**config.mk**
```make
export PLATFORM = sky130hd
export DESIGN_NAME = ssdp_regs
export DESIGN_NICKNAME = d
export VERILOG_FILES = /design/src/pkg/ssdp_pkg.sv /design/src/hdl/ssdp_regs.sv
export SDC_FILE = /design/constraint.sdc
export NUM_CORES = 1
export LEC_CHECK = 0
export ABC_AREA = 1
export BUFFER_PORTS_ARGS = -buffer_cell sky130_fd_sc_hd__buf_2
export CORE_UTILIZATION = 42
export CTS_CLUSTER_DIAMETER = 150
export CTS_CLUSTER_SIZE = 10
export DETAILED_ROUTE_END_ITERATION = 16
export HOLD_SLACK_MARGIN = 0.1
export PLACE_DENSITY = 0.65
export SKIP_LAST_GASP = 1
export SLEW_MARGIN = 20
export SYNTH_ARGS = -nofsm -noshare
export SYNTH_HDL_FRONTEND = slang
export SYNTH_SLANG_ARGS = --single-unit
```
**constraint.sdc**
```tcl
create_clock -name hclk -period 3.7 [get_ports hclk]
set_input_delay 0.37 -clock hclk [delete_from_list [all_inputs] [get_ports hclk]]
set_output_delay 0.37 -clock hclk [all_outputs]
set_load 0.03 [all_outputs]
```
**src/pkg/ssdp_pkg.sv**
```systemverilog
// constants for the step duty profile register bank
package ssdp_pkg;

  // ---------------------------------------------------------------
  // register indices and byte addresses
  // ---------------------------------------------------------------
  localparam logic [7:0]  TWO_PH_IDX        = 8'h96;
  localparam logic [7:0]  THREE_PH_IDX      = 8'h98;
  localparam logic [7:0]  STATUS_IDX        = 8'hc0;
  localparam logic [11:0] TWO_PH_ADDR       = {2'h0, TWO_PH_IDX, 2'h0};
  localparam logic [11:0] THREE_PH_ADDR     = {2'h0, THREE_PH_IDX, 2'h0};
  localparam logic [11:0] STATUS_ADDR       = {2'h0, STATUS_IDX, 2'h0};

  // ---------------------------------------------------------------
  // reset values and field layout
  // ---------------------------------------------------------------
  localparam logic [31:0] PROFILE_RESET     = 32'h0000_0000;
  localparam int          PARITY_BIT        = 31;
  localparam int          STEP0_MSB         = 30;
  localparam int          STEP_WIDTH        = 3;
  localparam int          NUM_STEPS         = 8;
  localparam int          ADV_LSB           = 5;
  localparam int          ADV_WIDTH         = 2;
  localparam int          TWO_RSVD_WIDTH    = 7;
  localparam logic [1:0]  HTRANS_NONSEQ_BIT = 2'h2;

  // ---------------------------------------------------------------
  // duty table in hundredths of a percent, and advance in degrees
  // ---------------------------------------------------------------
  localparam logic [13:0] DUTY_C0           = 14'h0000;
  localparam logic [13:0] DUTY_C1           = 14'h1388;
  localparam logic [13:0] DUTY_C2           = 14'h1d4c;
  localparam logic [13:0] DUTY_C3           = 14'h20b7;
  localparam logic [13:0] DUTY_C4           = 14'h222e;
  localparam logic [13:0] DUTY_C5           = 14'h249f;
  localparam logic [13:0] DUTY_C6           = 14'h2616;
  localparam logic [13:0] DUTY_C7           = 14'h26ac;
  localparam logic [3:0]  ADV_STEP_DEG      = 4'h5;

endpackage : ssdp_pkg

```
**src/hdl/ssdp_regs.sv**
```systemverilog
// step duty profile register bank with ahb-lite slave and duty selection
//
// The AHB-Lite interface to the registers was chosen for this implementation.
`timescale 1ns/10ps

// Function
// - a read/write two-phase profile word sits at index 0x96 and resets to zero.
// - the two-phase word sets the duty of modulation steps where two phases conduct.
// - bit 31 of each profile word is a read/write parity bit resetting to zero.
// - two-phase step 0 duty is bits 30..28, codes 0..7 meaning 0/50/75/83.75/87.5/93.75/97.5/99 percent.
// - two-phase step 1 duty is bits 27..25 with the same code table.
// - two-phase step 2 duty is bits 24..22 with the same code table.
// - two-phase step 3 duty is bits 21..19 with the same code table.
// - two-phase step 4 duty is bits 18..16 with the same code table.
// - two-phase step 5 duty is bits 15..13 with the same code table.
// - two-phase step 6 duty is bits 12..10 with the same code table.
// - two-phase step 7 duty is bits 9..7 with the same code table.
// - bits 6..0 of the two-phase word are reserved read/write storage resetting to zero.
// - a read/write three-phase profile word sits at index 0x98 and resets to zero.
// - the three-phase word sets the duty of modulation steps where three phases conduct.
// - the three-phase word holds eight 3-bit step duties from bits 30..28 down to 9..7, same table.
// - bits 6..5 of the three-phase word pick an angle advance of 0, 5, 10 or 15 degrees.
module ssdp_regs (
  // clock and reset
  input  wire logic        hclk,
  input  wire logic        hresetn,
  // ahb-lite slave
  input  wire logic        hsel,
  input  wire logic [31:0] haddr,
  input  wire logic [1:0]  htrans,
  input  wire logic        hwrite,
  input  wire logic [2:0]  hsize,
  input  wire logic [31:0] hwdata,
  input  wire logic        hready,
  output logic      [31:0] hrdata,
  output logic             hreadyout,
  output logic             hresp,
  // modulation step selection
  input  wire logic [2:0]  step_index,
  input  wire logic        three_phase_step,
  // applied duty
  output logic      [2:0]  step_duty_code,
  output logic      [13:0] step_duty_centipct,
  output logic      [3:0]  wide_mod_angle_advance,
  output logic      [31:0] two_phase_step_duty_profile,
  output logic      [31:0] three_phase_step_duty_profile
);

  // ---------------------------------------------------------------
  // helpers
  // ---------------------------------------------------------------
  // duty field of one step; step 0 at the top, eight fields downward
  function automatic logic [2:0] step_field(input logic [31:0] word, input logic [2:0] step);
    logic [4:0] lsb;
    lsb = 5'(ssdp_pkg::STEP0_MSB - ssdp_pkg::STEP_WIDTH + 1) - 5'({2'h0, step} * 5'h03);
    step_field = 3'(word >> lsb);
  endfunction : step_field

  function automatic logic [13:0] duty_of(input logic [2:0] code);
    logic [13:0] d;
    d = ssdp_pkg::DUTY_C0;
    unique case (code)
      3'h0: d = ssdp_pkg::DUTY_C0;
      3'h1: d = ssdp_pkg::DUTY_C1;
      3'h2: d = ssdp_pkg::DUTY_C2;
      3'h3: d = ssdp_pkg::DUTY_C3;
      3'h4: d = ssdp_pkg::DUTY_C4;
      3'h5: d = ssdp_pkg::DUTY_C5;
      3'h6: d = ssdp_pkg::DUTY_C6;
      3'h7: d = ssdp_pkg::DUTY_C7;
    endcase
    duty_of = d;
  endfunction : duty_of

  // ---------------------------------------------------------------
  // address phase capture
  // ---------------------------------------------------------------
  logic        wr_pend_reg;
  logic [11:0] wr_addr_reg;
  logic [31:0] two_ph_reg;
  logic [31:0] three_ph_reg;
  logic [31:0] rdata_next;
  logic [2:0]  code_next;
  logic        take;

  assign take = hsel && hready && htrans[1];

  always_ff @(posedge hclk or negedge hresetn) begin
    if (!hresetn) begin
      wr_pend_reg <= 1'b0;
      wr_addr_reg <= 12'h000;
    end else if (hready) begin
      wr_pend_reg <= take && hwrite;
      wr_addr_reg <= {haddr[11:2], 2'h0};
    end
  end

  // zero wait state, always okay
  always_ff @(posedge hclk or negedge hresetn) begin
    if (!hresetn) begin
      hreadyout <= 1'b0;
      hresp     <= 1'b0;
    end else begin
      hreadyout <= 1'b1;
      hresp     <= 1'b0;
    end
  end

  // ---------------------------------------------------------------
  // profile registers, whole word read/write including parity and reserved bits
  // ---------------------------------------------------------------
  always_ff @(posedge hclk or negedge hresetn) begin
    if (!hresetn) begin
      two_ph_reg <= ssdp_pkg::PROFILE_RESET;
    end else if (wr_pend_reg && wr_addr_reg == ssdp_pkg::TWO_PH_ADDR) begin
      two_ph_reg <= hwdata;
    end
  end

  always_ff @(posedge hclk or negedge hresetn) begin
    if (!hresetn) begin
      three_ph_reg <= ssdp_pkg::PROFILE_RESET;
    end else if (wr_pend_reg && wr_addr_reg == ssdp_pkg::THREE_PH_ADDR) begin
      three_ph_reg <= hwdata;
    end
  end

  // ---------------------------------------------------------------
  // read data, with a write still in its data phase forwarded
  // ---------------------------------------------------------------
  always_comb begin
    rdata_next = 32'h0000_0000;
    unique case ({haddr[11:2], 2'h0})
      ssdp_pkg::TWO_PH_ADDR:
        rdata_next = (wr_pend_reg && wr_addr_reg == ssdp_pkg::TWO_PH_ADDR) ? hwdata : two_ph_reg;
      ssdp_pkg::THREE_PH_ADDR:
        rdata_next = (wr_pend_reg && wr_addr_reg == ssdp_pkg::THREE_PH_ADDR) ? hwdata : three_ph_reg;
      ssdp_pkg::STATUS_ADDR:
        rdata_next = {8'h00, wide_mod_angle_advance, step_duty_code, step_duty_centipct, 3'h0};
      default:
        rdata_next = 32'h0000_0000;
    endcase
  end

  always_ff @(posedge hclk or negedge hresetn) begin
    if (!hresetn) begin
      hrdata <= 32'h0000_0000;
    end else if (take && !hwrite) begin
      hrdata <= rdata_next;
    end
  end

  // ---------------------------------------------------------------
  // per-step field views of both words
  // ---------------------------------------------------------------
  logic [2:0]  dual_conduct_duty_s0;
  logic [2:0]  dual_conduct_duty_s1;
  logic [2:0]  dual_conduct_duty_s2;
  logic [2:0]  dual_conduct_duty_s3;
  logic [2:0]  dual_conduct_duty_s4;
  logic [2:0]  dual_conduct_duty_s5;
  logic [2:0]  dual_conduct_duty_s6;
  logic [2:0]  dual_conduct_duty_s7;
  logic [2:0]  triple_conduct_duty_s0;
  logic [2:0]  triple_conduct_duty_s1;
  logic [2:0]  triple_conduct_duty_s2;
  logic [2:0]  triple_conduct_duty_s3;
  logic [2:0]  triple_conduct_duty_s4;
  logic [2:0]  triple_conduct_duty_s5;
  logic [2:0]  triple_conduct_duty_s6;
  logic [2:0]  triple_conduct_duty_s7;
  logic [1:0]  angle_code;
  logic [2:0]  two_code;
  logic [2:0]  three_code;

  assign dual_conduct_duty_s0   = step_field(two_ph_reg, 3'h0);
  assign dual_conduct_duty_s1   = step_field(two_ph_reg, 3'h1);
  assign dual_conduct_duty_s2   = step_field(two_ph_reg, 3'h2);
  assign dual_conduct_duty_s3   = step_field(two_ph_reg, 3'h3);
  assign dual_conduct_duty_s4   = step_field(two_ph_reg, 3'h4);
  assign dual_conduct_duty_s5   = step_field(two_ph_reg, 3'h5);
  assign dual_conduct_duty_s6   = step_field(two_ph_reg, 3'h6);
  assign dual_conduct_duty_s7   = step_field(two_ph_reg, 3'h7);
  assign triple_conduct_duty_s0 = step_field(three_ph_reg, 3'h0);
  assign triple_conduct_duty_s1 = step_field(three_ph_reg, 3'h1);
  assign triple_conduct_duty_s2 = step_field(three_ph_reg, 3'h2);
  assign triple_conduct_duty_s3 = step_field(three_ph_reg, 3'h3);
  assign triple_conduct_duty_s4 = step_field(three_ph_reg, 3'h4);
  assign triple_conduct_duty_s5 = step_field(three_ph_reg, 3'h5);
  assign triple_conduct_duty_s6 = step_field(three_ph_reg, 3'h6);
  assign triple_conduct_duty_s7 = step_field(three_ph_reg, 3'h7);
  assign angle_code             = three_ph_reg[ssdp_pkg::ADV_LSB +: ssdp_pkg::ADV_WIDTH];

  // ---------------------------------------------------------------
  // duty applied to the current step
  // ---------------------------------------------------------------
  // step field of the two-phase word
  always_comb begin
    two_code = 3'h0;
    unique case (step_index)
      3'h0: begin
        two_code = dual_conduct_duty_s0;
      end
      3'h1: begin
        two_code = dual_conduct_duty_s1;
      end
      3'h2: begin
        two_code = dual_conduct_duty_s2;
      end
      3'h3: begin
        two_code = dual_conduct_duty_s3;
      end
      3'h4: begin
        two_code = dual_conduct_duty_s4;
      end
      3'h5: begin
        two_code = dual_conduct_duty_s5;
      end
      3'h6: begin
        two_code = dual_conduct_duty_s6;
      end
      3'h7: begin
        two_code = dual_conduct_duty_s7;
      end
    endcase
  end

  // step field of the three-phase word
  always_comb begin
    three_code = 3'h0;
    unique case (step_index)
      3'h0: begin
        three_code = triple_conduct_duty_s0;
      end
      3'h1: begin
        three_code = triple_conduct_duty_s1;
      end
      3'h2: begin
        three_code = triple_conduct_duty_s2;
      end
      3'h3: begin
        three_code = triple_conduct_duty_s3;
      end
      3'h4: begin
        three_code = triple_conduct_duty_s4;
      end
      3'h5: begin
        three_code = triple_conduct_duty_s5;
      end
      3'h6: begin
        three_code = triple_conduct_duty_s6;
      end
      3'h7: begin
        three_code = triple_conduct_duty_s7;
      end
    endcase
  end

  // pick the word of the conduction kind
  always_comb begin
    if (three_phase_step) begin
      code_next = three_code;
    end else begin
      code_next = two_code;
    end
  end

  always_ff @(posedge hclk or negedge hresetn) begin
    if (!hresetn) begin
      step_duty_code     <= 3'h0;
      step_duty_centipct <= 14'h0000;
    end else begin
      step_duty_code     <= code_next;
      step_duty_centipct <= duty_of(code_next);
    end
  end

  always_ff @(posedge hclk or negedge hresetn) begin
    if (!hresetn) begin
      wide_mod_angle_advance <= 4'h0;
    end else begin
      wide_mod_angle_advance <= 4'({2'h0, angle_code} * ssdp_pkg::ADV_STEP_DEG);
    end
  end

  always_ff @(posedge hclk or negedge hresetn) begin
    if (!hresetn) begin
      two_phase_step_duty_profile   <= ssdp_pkg::PROFILE_RESET;
      three_phase_step_duty_profile <= ssdp_pkg::PROFILE_RESET;
    end else begin
      two_phase_step_duty_profile   <= two_ph_reg;
      three_phase_step_duty_profile <= three_ph_reg;
    end
  end

endmodule : ssdp_regs

```
# Yosys cells after proc, flatten, opt, wreduce, memory -nomap -nowiden
# Memory sizes are Yosys's and may differ from the RTL's. A register that Yosys moved wholly into a read port is not among the register bits.
# Index checks and enable logic that the tools add are counted.
word_totals:
  reg_bits: 179
  mem_bits_ro: 112
  input_bits: 78
  output_inout_bits: 119
  wordCells: 39
  memories: 1
mem_list:
  columns: ["name", "depth", "word_bits", "rd", "rd_ports_with_merged_regs", "wr", "line_no", "source"]
  rows:
  - ["(name not given)", 8, 14, 1, 1, 0, "ssdp_regs.sv:62", "unique case (code)"]
op_classes:
  mul: 1
  n_eq_ne: 12
  mux: 6
  n_reduce_logical: 9
op_table:
  columns: ["operator", "n"]
  rows:
  - ["$pmux 32 s3", 1]
  - ["$mux 32", 2]
  - ["$eq 10x8->1 const B", 5]
  - ["$pmux 3 s8", 2]
  - ["$eq 3x3->1 const B", 4]
  - ["$eq 3x2->1 const B", 2]
  - ["$logic_and 1x1->1", 6]
  - ["$mul 2x3->4 const B", 1]
  - ["$eq 3x1->1 const B", 1]
  - ["$logic_not 3->1", 1]
  - ["$mux 3", 1]
  - ["$logic_not 1->1", 2]

# Depth between registers and ports, before layout
# Gate-level depths: netlist of run 1.
depth:
  depth_word: 4
  mapped_depth: 13
  mapped_depth_nobuf: 12

# Worst setup path before layout of run 1
# No wires, ideal clock.
synth_timing:
  path_kind: "input -> register"
  startpoint: "input step_index[2]"
  endpoint: "register step_duty_centipct[3]"
  setup_ps: 118
  arrival_ps: 1685
  required_time_ps: 3582
  setup_slack_ps: 1897
  path_stages: 13
  n_path_buf: 1
  path_cell_list: "inv_2 buf_2 nand3_1 o21ai_1 nor2_1 nand2_1 nand2_1 nand2_1 inv_1 ha_1 inv_1 nand3_1 nand2_1"
synth_via:
  elab_chain_cells: 3
  elab_cells_between_ends: 11
  cone_classes: "eq/ne: 7; mux: 3; reduce/logical: 1"
synth_rtl:
  columns: ["item", "line_no", "source"]
  rows:
  - ["start, declared", "ssdp_regs.sv:39", "input wire logic [2:0] step_index,"]
  - ["$eq 3x3->1, or another cell as far along", "ssdp_regs.sv:200, ssdp_regs.sv:231", null]
  - ["$pmux 3 s8, on equally long branches", "ssdp_regs.sv:200, ssdp_regs.sv:231", null]
  - ["$mux 3 (*)", "ssdp_regs.sv:261", "if (three_phase_step) begin"]
  - ["named net code_next[0]", "ssdp_regs.sv:83", "logic [2:0] code_next;"]
  - ["end, declared", "ssdp_regs.sv:43", "output logic [13:0] step_duty_centipct,"]
# Mark *: on every way through the listed nets, which the timed path passes. The rest lies on a longest branch.
# A chain may end at the register's enable or synchronous reset.

# Worst setup path after layout of run 1
layout_timing:
  startpoint: "register wr_addr_reg[11]"
  endpoint: "register hrdata[20]"
layout_via:
  elab_chain_cells: 4
  elab_cells_between_ends: 7
  cone_classes: "eq/ne: 2; mux: 3; reduce/logical: 2"
layout_rtl:
  columns: ["item", "line_no", "source"]
  rows:
  - ["start, declared", "ssdp_regs.sv:79", "logic [11:0] wr_addr_reg;"]
  - ["start signal, assigned", "ssdp_regs.sv:94", "wr_addr_reg <= {haddr[11:2], 2'h0};"]
  - ["$eq 10x8->1, on equally long branches", "ssdp_regs.sv:137, ssdp_regs.sv:135", null]
  - ["$logic_and 1x1->1, on equally long branches", "ssdp_regs.sv:137, ssdp_regs.sv:135", null]
  - ["$mux 32, on equally long branches", "ssdp_regs.sv:137, ssdp_regs.sv:135", null]
  - ["$pmux 32 s3 (*)", "ssdp_regs.sv:133", "unique case ({haddr[11:2], 2'h0})"]
  - ["end signal, assigned", "ssdp_regs.sv:149", "hrdata <= rdata_next;"]
  - ["end, declared", "ssdp_regs.sv:35", "output logic [31:0] hrdata,"]
# Mark *: on every way between the ends. The rest lies on a longest branch, timed or not.

==> flow_summary.yaml, run 1 <==
die:
  die_y_um: 142
  die_x_um: 142
  die_area_mm2: 0.0202
  pin_count: 197
  start_util_pct: 43.5
  core_mm2: 0.0190
  rows: 50
clock_network:
  cts_root_buf: "clkbuf_16"
  post-cts-setup-buffers: 0
  cts_made_buffers: 17
  cts.clk_slew.worst_paths_ns: 0.07
  post_cts_resized: 0
  cts_sinks: 186
  hold_buffers: 1
  htree_levels: 4
  clockBufferDepth: 2
  insertion_delay_ns: 0.44
  cts_tree: "built"
worst_setup_path:
  critPathArrivalTime_ns: 2.45
  cp-start-kind: "flip-flop"
  cp.required_ns: 4.07
  ff2ff_path_depth: 11
  critPathMaxFanout: 33
  regToRegSetupSlack_ns: 1.62
  regToRegStartpoint: "wr_addr_reg[11]$_DFFE_PN0P_"
  cp-end-kind: "flip-flop"
  path_class: "reg2reg"
  reg2reg_to: "hrdata[20]$_DFFE_PN0P_"
route:
  wire_per_inst_um: 16.1
  routed_wl_um: 22300
  route.met3.wl_um: 1380
  ant_nets: 0
  post-route-drc-count: 0
  wl_met1_um: 9790
  vias: 6783
  route.met2.wl_um: 10600
  drtPass1Iterations: 5
  via_per_inst: 4.91
  maxUsedRoutingLayer: "met4"
  drtIter0Drc: 513
timing:
  max-slew-margin-rel_pct: 29.6
  rsz0062_at_grt: "no"
  tns_ns: 0
  tightest_slew_ns: 1.05
  hold_viol: 0
  setup_viol: 0
  finalCriticalPeriod_ns: 2.08
  finalCritPeriodShare_pct: 56.2
  skew_ns: 0.0118
  drv_slew: 0
  max_freq_mhz: 481
synth:
  synth-warning-count: 0
  synth_cells: 958
  synth-seq-cells: 186
  syn_area_per_cell_um2: 8.63
  syn_nets: 1041
  synth-seq-area-share_pct: 56.3
  syn-cell-area_mm2: 0.00827
  synth_top_area_share_pct: 56.3
  ys_types: 27
  ys_top_cells_by_area: "dfrtp_1, nand2_1, nand3_1, inv_1, and2_1"
  synth_top_cell_by_area: "dfrtp_1"
global_route:
  grt_pass1_wl_um: 35400
  grt_pass1_vias: 6682
  track_usage_pct: 23.4
  globalRouteOverflowTotal: 0
  grt_max_degree: 104
  antenna_found_initial: 0
finish:
  drive_gt1_share_pct: 21.0
  nets: 1192
  multi_input_area_mm2: 0.00284
  fin_util_pct: 51.9
  mostFrequentLayoutCells: "nand2_1, dfrtp_1, nand3_1"
  layout.area.seq_mm2: 0.00465
  syn_to_final_growth_pct: 19.4
  fill_cells: 1870
  n_antenna_cell: 0
  final_common_cell: "nand2_1"
placed_design:
  io_buffers: 169
  place_hpwl_um: 15000
  gp_congestion: 0.932
pwr:
  p_leak_nw: 5.82
  seq_power_share_pct: 49.9
  comb_power_share_pct: 6.3
  power_switching_w: 0.00102
  p_int_w: 0.00318
  vdd_ir_drop_max_mv: 0.323
  power_frac_clock_pct: 43.8
  power-per-cell-area_mw_per_mm2: 425
  switching_share_pct: 24.3
run_status:
  outcome: "finished clean"
min_path:
  whs_path_depth: 3
  hold_class: "in2reg"
  worst_hold_startpoint: "haddr[7]"
  min_to: "wr_addr_reg[7]$_DFFE_PN0P_"
flow_run:
  maxCapViolCount: 0
## worst max-delay path, stage by stage, from the launching register on
cell and delay (ns):
dfrtp_1 0.39, nor2_1 0.21, nand2_1 0.10, nor2_2 0.08
buf_4 0.38, nand2_1 0.09, buf_4 0.29, nand2_1 0.13
nand3_1 0.07, nand3_1 0.09, nand2_1 0.08, nand2_1 0.09
## synthesized netlist by cell type
cell        n
conb_1      2
nand2_1   247
o22ai_1     1
nor3b_1     2
nand2_4     4
inv_2       6
ha_1        5
o21ai_1     3
nor2_4      1
nand2_2     1
buf_2      23
buf_6       4
nand3_1   170
a21oi_1     4
o21ai_0    14
buf_4      13
dfrtp_1   186
nand4_1    26
inv_1     126
nor2_2      4
and2_1     64
or2_1       1
nor2_1     35
clkbuf_1   10
o21ai_2     3
mux2_2      2
nor3_2      1
## layer usage
| layer | vias up | track usage [%] |
|---|---|---|
| met5 | - | 0 |
| met2 | 267 | 38.0 |
| met1 | 3183 | 31.1 |
| met4 | 0 | 9.11 |
| met3 | 40 | 3.97 |
| li1 | 3293 | - |
## cells by family after synthesis
| family | after synthesis | share of synthesized area [%] |
|---|---|---|
| AOI/OAI and AO/OA | 25 | 1.66 |
| adders and majority gates | 5 | 0.757 |
| buffers and inverters | 182 | 9.57 |
| DFF | 186 | 56.3 |
| muxes | 2 | 0.272 |
| other | 2 | 0.0908 |
| and+or+nand+nor | 556 | 31.3 |
## layout make-up
cell class                 count  area share, %
clock buffer                  20           4.63
clock inverter                12           1.41
inverter                     132           5.02
multi-input combinational    590           28.7
sequential                   186           47.1
tap                          260           3.29
timing repair buffer         182           9.80
## worst max-delay path by stage
| stage | start | to | slack (ns) |
|---|---|---|---|
| after CTS | wr_addr_reg[11]$_DFFE_PN0P_ | hrdata[20]$_DFFE_PN0P_ | 1.65 |
| after detailed placement | step_index[2] | step_duty_centipct[3]$_DFF_PN0_ | 1.34 |
| final | wr_addr_reg[11]$_DFFE_PN0P_ | hrdata[20]$_DFFE_PN0P_ | 1.62 |
| after global placement | step_index[2] | step_duty_centipct[3]$_DFF_PN0_ | 1.34 |
| after global routing | step_index[2] | step_duty_centipct[3]$_DFF_PN0_ | 1.44 |
| after floorplan | step_index[2] | step_duty_centipct[3]$_DFF_PN0_ | 1.90 |
## metrics by stage
stage               worst slack (ns)  power (W)  instance area [um2]  std cells  hold slack [ns]
floorplan                       1.90    0.00227                 8270        958           0.0744
global placement                1.34    0.00240                 9270       1349            0.359
detailed placement              1.34    0.00240                 9270       1349            0.361
CTS                             1.65    0.00423                 9870       1382            0.144
global route                    1.44    0.00434                 9870       1382            0.166
finish                          1.62    0.00420                 9870       1382            0.147
## power groups by stage
| stage | Clock (W) | Sequential (W) | Combinational, W |
|---|---|---|---|
| final | 0.00184 | 0.00209 | 0.000265 |
| after global routing | 0.00195 | 0.00210 | 0.000298 |
| after CTS | 0.00187 | 0.00209 | 0.000269 |
| after detailed placement | 0 | 0.00213 | 0.000266 |
| after global placement | 0 | 0.00213 | 0.000264 |
| after floorplan | 0 | 0.00216 | 0.000114 |
(Power assumes the default switching activity.)
==> run 2, diff against run 1 <==
--- a/config.mk
+++ b/config.mk
@@ -5,14 +5,14 @@
 export SDC_FILE = /design/constraint.sdc
 export NUM_CORES = 1
 export LEC_CHECK = 0
-export ABC_AREA = 1
+export ABC_AREA = 0
 export BUFFER_PORTS_ARGS = -buffer_cell sky130_fd_sc_hd__buf_2
 export CORE_UTILIZATION = 42
 export CTS_CLUSTER_DIAMETER = 150
 export CTS_CLUSTER_SIZE = 10
 export DETAILED_ROUTE_END_ITERATION = 16
 export HOLD_SLACK_MARGIN = 0.1
-export PLACE_DENSITY = 0.65
+export PLACE_DENSITY = 0.69
 export SKIP_LAST_GASP = 1
 export SLEW_MARGIN = 20
 export SYNTH_ARGS = -nofsm -noshare
==> constraint.sdc (replaced) <==
create_clock -name hclk -period 1.8 [get_ports hclk]
set_input_delay 0.18 -clock hclk [delete_from_list [all_inputs] [get_ports hclk]]
set_output_delay 0.18 -clock hclk [all_outputs]
set_load 0.03 [all_outputs]
==> flow_summary.yaml, run 2 <==
clock_network:
  cts_root_buf: "clkbuf_16"
  cts_made_buffers: 17
  insertion_delay_ns: 0.43
  clockBufferDepth: 2
  htree_levels: 4
  cts.clk_slew.worst_paths_ns: 0.07
  cts_sinks: 186
  cts_tree: "built"
worst_setup_path:
  regToRegSetupSlack_ns: -0.13
  cp-end-kind: "flip-flop"
  cp_slowest_cell: "dfrtp_1"
  critPathArrivalTime_ns: 2.24
  cp.required_ns: 2.11
  worstPathCellList: "nor4b_4, buf_4, nand4_4, buf_12, mux2_4, a22oi_1, o21ai_1"
  path_class: "reg2reg"
  critPathMaxFanout: 19
  reg2reg_to: "hrdata[11]$_DFFE_PN0P_"
  crit_buf_inv: 2
  max_stage_delay_ns: 0.42
  cp-start-kind: "flip-flop"
  regToRegStartpoint: "wr_addr_reg[8]$_DFFE_PN0P_"
  ff2ff_path_depth: 7
  timing.critical_path.max_delay_family: "flip-flops"
finish:
  fin_util_pct: 60.6
  nets: 864
  fill_cells: 1319
  mostFrequentLayoutCells: "dfrtp_1, buf_2, buf_4"
  n_antenna_cell: 0
  syn_to_final_growth_pct: 38.9
  final_common_cell: "dfrtp_1"
  drive_gt1_share_pct: 49.5
synth:
  synth_top_cell_by_area: "dfrtp_1"
  synthFlopType: "dfrtp_1"
  syn-cell-area_mm2: 0.00731
  ys_types: 49
  synth_cells: 507
  synthAdderAreaFrac_pct: 0.856
  synth-warning-count: 0
  synth_most_common_cell: "dfrtp_1"
  syn_nets: 590
  synth_top_family_by_area: "multiplexers"
  synth_top_area_share_pct: 63.7
  synth-seq-area-share_pct: 63.7
  ys_async_sr_fraction_pct: 100
  ys_top_cells_by_area: "dfrtp_1, mux2_4, mux2_2, a22oi_1, nand2_1"
  synthMuxAreaShare_pct: 16.2
  synth-seq-cells: 186
  synth-compound-area-share_pct: 8.10
  synth_edf_count: 0
  ys_top_cells_by_count: "dfrtp_1, nand2_1, a22oi_1"
  synthXorXnorAreaFrac_pct: 0
  syn_area_per_cell_um2: 14.4
  synth_simple_gate_area_share_pct: 7.43
die:
  pin_count: 197
  die_area_mm2: 0.0179
  start_util_pct: 43.6
  core_mm2: 0.0168
  die_y_um: 134
  rows: 47
  die_x_um: 134
global_route:
  grt_max_degree: 57
  grt_pass1_vias: 5509
  globalRouteOverflowTotal: 0
  track_usage_pct: 23.5
  grt_pass1_wl_um: 31400
  antenna_found_initial: 0
route:
  routed_wl_um: 19900
  post-route-drc-count: 0
  ant_nets: 0
  via_per_inst: 5.10
  drtPass1Iterations: 4
  vias: 5168
  drtIter0Drc: 288
  wire_per_inst_um: 19.6
pwr:
  vdd_ir_drop_max_mv: 0.703
  power-per-cell-area_mw_per_mm2: 939
  p_leak_nw: 4.98
flow_run:
  maxCapViolCount: 0
timing:
  hold_viol: 0
  finalCritPeriodShare_pct: 107
  drv_slew: 0
  rsz0062_at_grt: "yes"
  skew_ns: 0.0110
  setup_ws_ns: -0.133
  timing.hold.ws_ns: 0.165
  max_freq_mhz: 517
  setup_viol: 35
  finalCriticalPeriod_ns: 1.93
min_path:
  whs_path_depth: 3
  min_to: "wr_pend_reg$_DFFE_PN0P_"
  hold_class: "in2reg"
  worst_hold_startpoint: "hready"
run_status:
  violations: "negative setup slack"
  outcome: "finished with violations"
placed_design:
  io_buffers: 169
  gp_congestion: 0.807
  place_hpwl_um: 14300
[run 2: report_power, final]
| part | total (W) | switching, W | internal, W |
|---|---|---|---|
| Combinational | 0.00133 | 0.000765 | 0.000570 |
| Clock | 0.00361 | 0.00161 | 0.00200 |
| Sequential | 0.00459 | 0.000185 | 0.00441 |
[run 2: area by class of cell]
class	instances	area (um2)	area share, %
multi-input combinational	278	2590	25.5
clock inverter	11	115	1.13
sequential	186	4650	45.8
inverter	10	37.5	0.370
clock buffer	21	460	4.53
tap	220	275	2.71
timing repair buffer	288	2020	19.9
[run 2: cells by family after synthesis]
family,after synthesis
other cells,2
flops,186
buf+inv,43
fa+ha+maj,5
compound gates,79
simple gates,99
mux,93
[run 2: worst max path at each step]
| stage | startpoint | depth (start not counted) | end |
|---|---|---|---|
| global placement | step_index[0] | 7 | step_duty_centipct[1]$_DFF_PN0_ |
| floorplan | step_index[0] | 8 | step_duty_centipct[5]$_DFF_PN0_ |
| CTS | wr_addr_reg[8]$_DFFE_PN0P_ | 7 | hrdata[11]$_DFFE_PN0P_ |
| detailed placement | step_index[0] | 7 | step_duty_centipct[1]$_DFF_PN0_ |
| finish | wr_addr_reg[8]$_DFFE_PN0P_ | 7 | hrdata[11]$_DFFE_PN0P_ |
| global route | wr_addr_reg[8]$_DFFE_PN0P_ | 7 | hrdata[29]$_DFFE_PN0P_ |
[run 2: through the flow]
step | setup WS, ns | std cells | power (W) | cell area, um2 | TNS (ns)
global placement | -0.335 | 926 | 0.00580 | 8860 | -3.84
detailed placement | -0.348 | 926 | 0.00583 | 8860 | -4.69
CTS | -0.121 | 1010 | 0.00956 | 10000 | -2.31
finish | -0.133 | 1014 | 0.00954 | 10200 | -2.65
global route | -0.205 | 1014 | 0.00992 | 10200 | -5.83
floorplan | -0.0680 | 507 | 0.00527 | 7340 | -0.0680
[run 2: worst min-delay path, stage by stage]
cell and delay (ns):
buf_2 0.10, buf_4 0.19, o21ai_0 0.09
[run 2: metal layers]
metal | GRT usage (%) | up-vias | wire, um
li1 | - | 2349 | -
met1 | 31.6 | 2656 | 8790
met2 | 38.8 | 146 | 9810
met3 | 4.84 | 17 | 1060
met4 | 6.38 | 0 | 250
met5 | 0 | - | 0
[run 2: timing repair]
action,4_1_cts,5_1_grt
hold buffers,45,0
endpoints found under the hold margin,126,0
pin swaps,9,8
setup endpoints to repair,34,45
gates resized for setup,14,25
buffers inserted,7,5
==> run 3, diff against run 2 <==
--- a/config.mk
+++ b/config.mk
@@ -7,12 +7,12 @@
 export LEC_CHECK = 0
 export ABC_AREA = 0
 export BUFFER_PORTS_ARGS = -buffer_cell sky130_fd_sc_hd__buf_2
-export CORE_UTILIZATION = 42
+export CORE_UTILIZATION = 25
 export CTS_CLUSTER_DIAMETER = 150
 export CTS_CLUSTER_SIZE = 10
 export DETAILED_ROUTE_END_ITERATION = 16
 export HOLD_SLACK_MARGIN = 0.1
-export PLACE_DENSITY = 0.69
+export SETUP_SLACK_MARGIN = 0.4
 export SKIP_LAST_GASP = 1
 export SLEW_MARGIN = 20
 export SYNTH_ARGS = -nofsm -noshare
==> flow_summary.yaml, run 3 (synthesis results as in run 2) <==
placed_design:
  place_hpwl_um: 15800
  dp_slack_ns: -0.250
  dp_cells: 1087
  place_area_mm2: 0.00910
  io_buffers: 169
  gp_congestion: 0.793
pwr:
  total_power_w: 0.0100
  vdd_ir_drop_max_mv: 0.584
  power-per-cell-area_mw_per_mm2: 960
  p_leak_nw: 4.97
timing:
  finalCriticalPeriod_ns: 1.90
  drv_slew: 0
  finalCritPeriodShare_pct: 106
  rsz0062_at_grt: "yes"
  setup_ws_ns: -0.104
  setup_viol: 29
  hold_viol: 0
  skew_ns: 0.0198
  max_freq_mhz: 525
worst_setup_path:
  cp_slowest_cell: "dfrtp_1"
  max_stage_delay_ns: 0.40
  ff2ff_path_depth: 7
  regToRegSetupSlack_ns: -0.10
  regToRegStartpoint: "three_ph_reg[10]$_DFF_PN0_"
  path_class: "reg2reg"
  critPathMaxFanout: 4
  cp-start-kind: "flip-flop"
  worstPathCellList: "mux2i_1, nor3_1, a2111oi_2, o22ai_2, inv_2, ha_4, mux2_2"
  cp.required_ns: 2.11
  critPathArrivalTime_ns: 2.21
  reg2reg_to: "step_duty_centipct[5]$_DFF_PN0_"
  cp-end-kind: "flip-flop"
finish:
  layout.area.seq_mm2: 0.00466
  fin_area_mm2: 0.0104
  fill_cells: 2834
  drive_gt1_share_pct: 50.7
  mostFrequentLayoutCells: "dfrtp_1, buf_2, buf_4"
  fin_cells: 1169
  nets: 856
  syn_to_final_growth_pct: 42.4
  multi_input_area_mm2: 0.00262
  final_common_cell: "dfrtp_1"
  n_antenna_cell: 0
route:
  drtIter0Drc: 169
  maxUsedRoutingLayer: "met4"
  wire_per_inst_um: 18.7
  ant_nets: 0
  drtPass1Iterations: 4
  wl_met1_um: 9730
  route.met3.wl_um: 934
  via_per_inst: 4.29
  routed_wl_um: 21900
  vias: 5018
  post-route-drc-count: 0
  route.met2.wl_um: 10800
die:
  core_mm2: 0.0287
  rows: 62
  pin_count: 197
  die_x_um: 173
  die_y_um: 173
  start_util_pct: 25.5
  die_area_mm2: 0.0299
clock_network:
  cts_made_buffers: 17
  cts_root_buf: "clkbuf_16"
  htree_levels: 4
  cts_sinks: 186
  cts_tree: "built"
  insertion_delay_ns: 0.44
  clockBufferDepth: 2
  cts.clk_slew.worst_paths_ns: 0.07
global_route:
  antenna_found_initial: 0
  grt_max_degree: 64
  globalRouteOverflowTotal: 0
  grt_pass1_wl_um: 32700
  track_usage_pct: 14.9
  grt_pass1_vias: 5222
run_status:
  violations: "negative setup slack"
  outcome: "finished with violations"
flow_run:
  maxCapViolCount: 0
min_path:
  whs_path_depth: 3
  min_to: "wr_pend_reg$_DFFE_PN0P_"
  worst_hold_startpoint: "hready"
  hold_class: "in2reg"
==> run 3: changes by cell type in the layout (fill, tap and decap cells not counted), moves of 3 or more <==
cell and change:
a22oi_1 -11, buf_4 -8, a22oi_2 +11, dfrtp_1 -3
bufinv_16 +3, dfrtp_2 +3
==> run 3: per-stage QoR <==
step / setup TNS, ns / hold slack (ns) / utilization [%]
after floorplan: -0.0640 / -0.116 / -
after global placement: -2.24 / 0.102 / 31.7
after detailed placement: -3.24 / 0.102 / 31.7
final: -1.44 / 0.191 / 36.3
after global routing: -4.52 / 0.217 / 36.3
after CTS: -1.84 / 0.184 / 35.9
==> run 3: worst max-delay path, delay by kind of cell (launching register included) <==
family | cells | cell delay, ns
DFF | 1 | 0.40
buffers and inverters | 1 | 0.10
muxes | 2 | 0.45
adders and majority gates | 1 | 0.20
AOI/OAI and AO/OA | 2 | 0.57
and+or+nand+nor | 1 | 0.08
==> run 3: what timing repair did <==
item,in CTS,in global routing
resized for setup,20,18
pin swaps,8,6
hold buffers,45,0
setup endpoints to repair,121,116
hold endpoints to repair,261,0
setup buffers,3,3
==> run 3: area by class of cell <==
| class | count | share of cell area, % |
|---|---|---|
| timing repair buffer | 280 | 18.9 |
| multi-input combinational | 278 | 25.2 |
| tap | 384 | 4.62 |
| clock buffer | 19 | 4.35 |
| clock inverter | 12 | 1.79 |
| sequential | 186 | 44.8 |
| inverter | 10 | 0.361 |
==> run 3: where the power goes <==
group          internal, W  switching (W)  total (W)
clock              0.00242        0.00169    0.00410
combinational     0.000535       0.000755    0.00129
sequential         0.00441       0.000194    0.00460
==> run 3: routing by layer <==
layer	up-vias	track usage [%]
li1	2327	-
met1	2525	19.3
met2	145	24.6
met3	21	3.10
met4	0	5.75
met5	-	0
==> run 3: worst max-delay path by stage <==
stage,to,startpoint
after floorplan,step_duty_centipct[5]$_DFF_PN0_,step_index[0]
after global placement,step_duty_centipct[5]$_DFF_PN0_,step_index[1]
after detailed placement,step_duty_centipct[3]$_DFF_PN0_,step_index[1]
after CTS,step_duty_centipct[5]$_DFF_PN0_,three_ph_reg[10]$_DFF_PN0_
after global routing,step_duty_centipct[3]$_DFF_PN0_,two_ph_reg[19]$_DFF_PN0_
final,step_duty_centipct[5]$_DFF_PN0_,three_ph_reg[10]$_DFF_PN0_
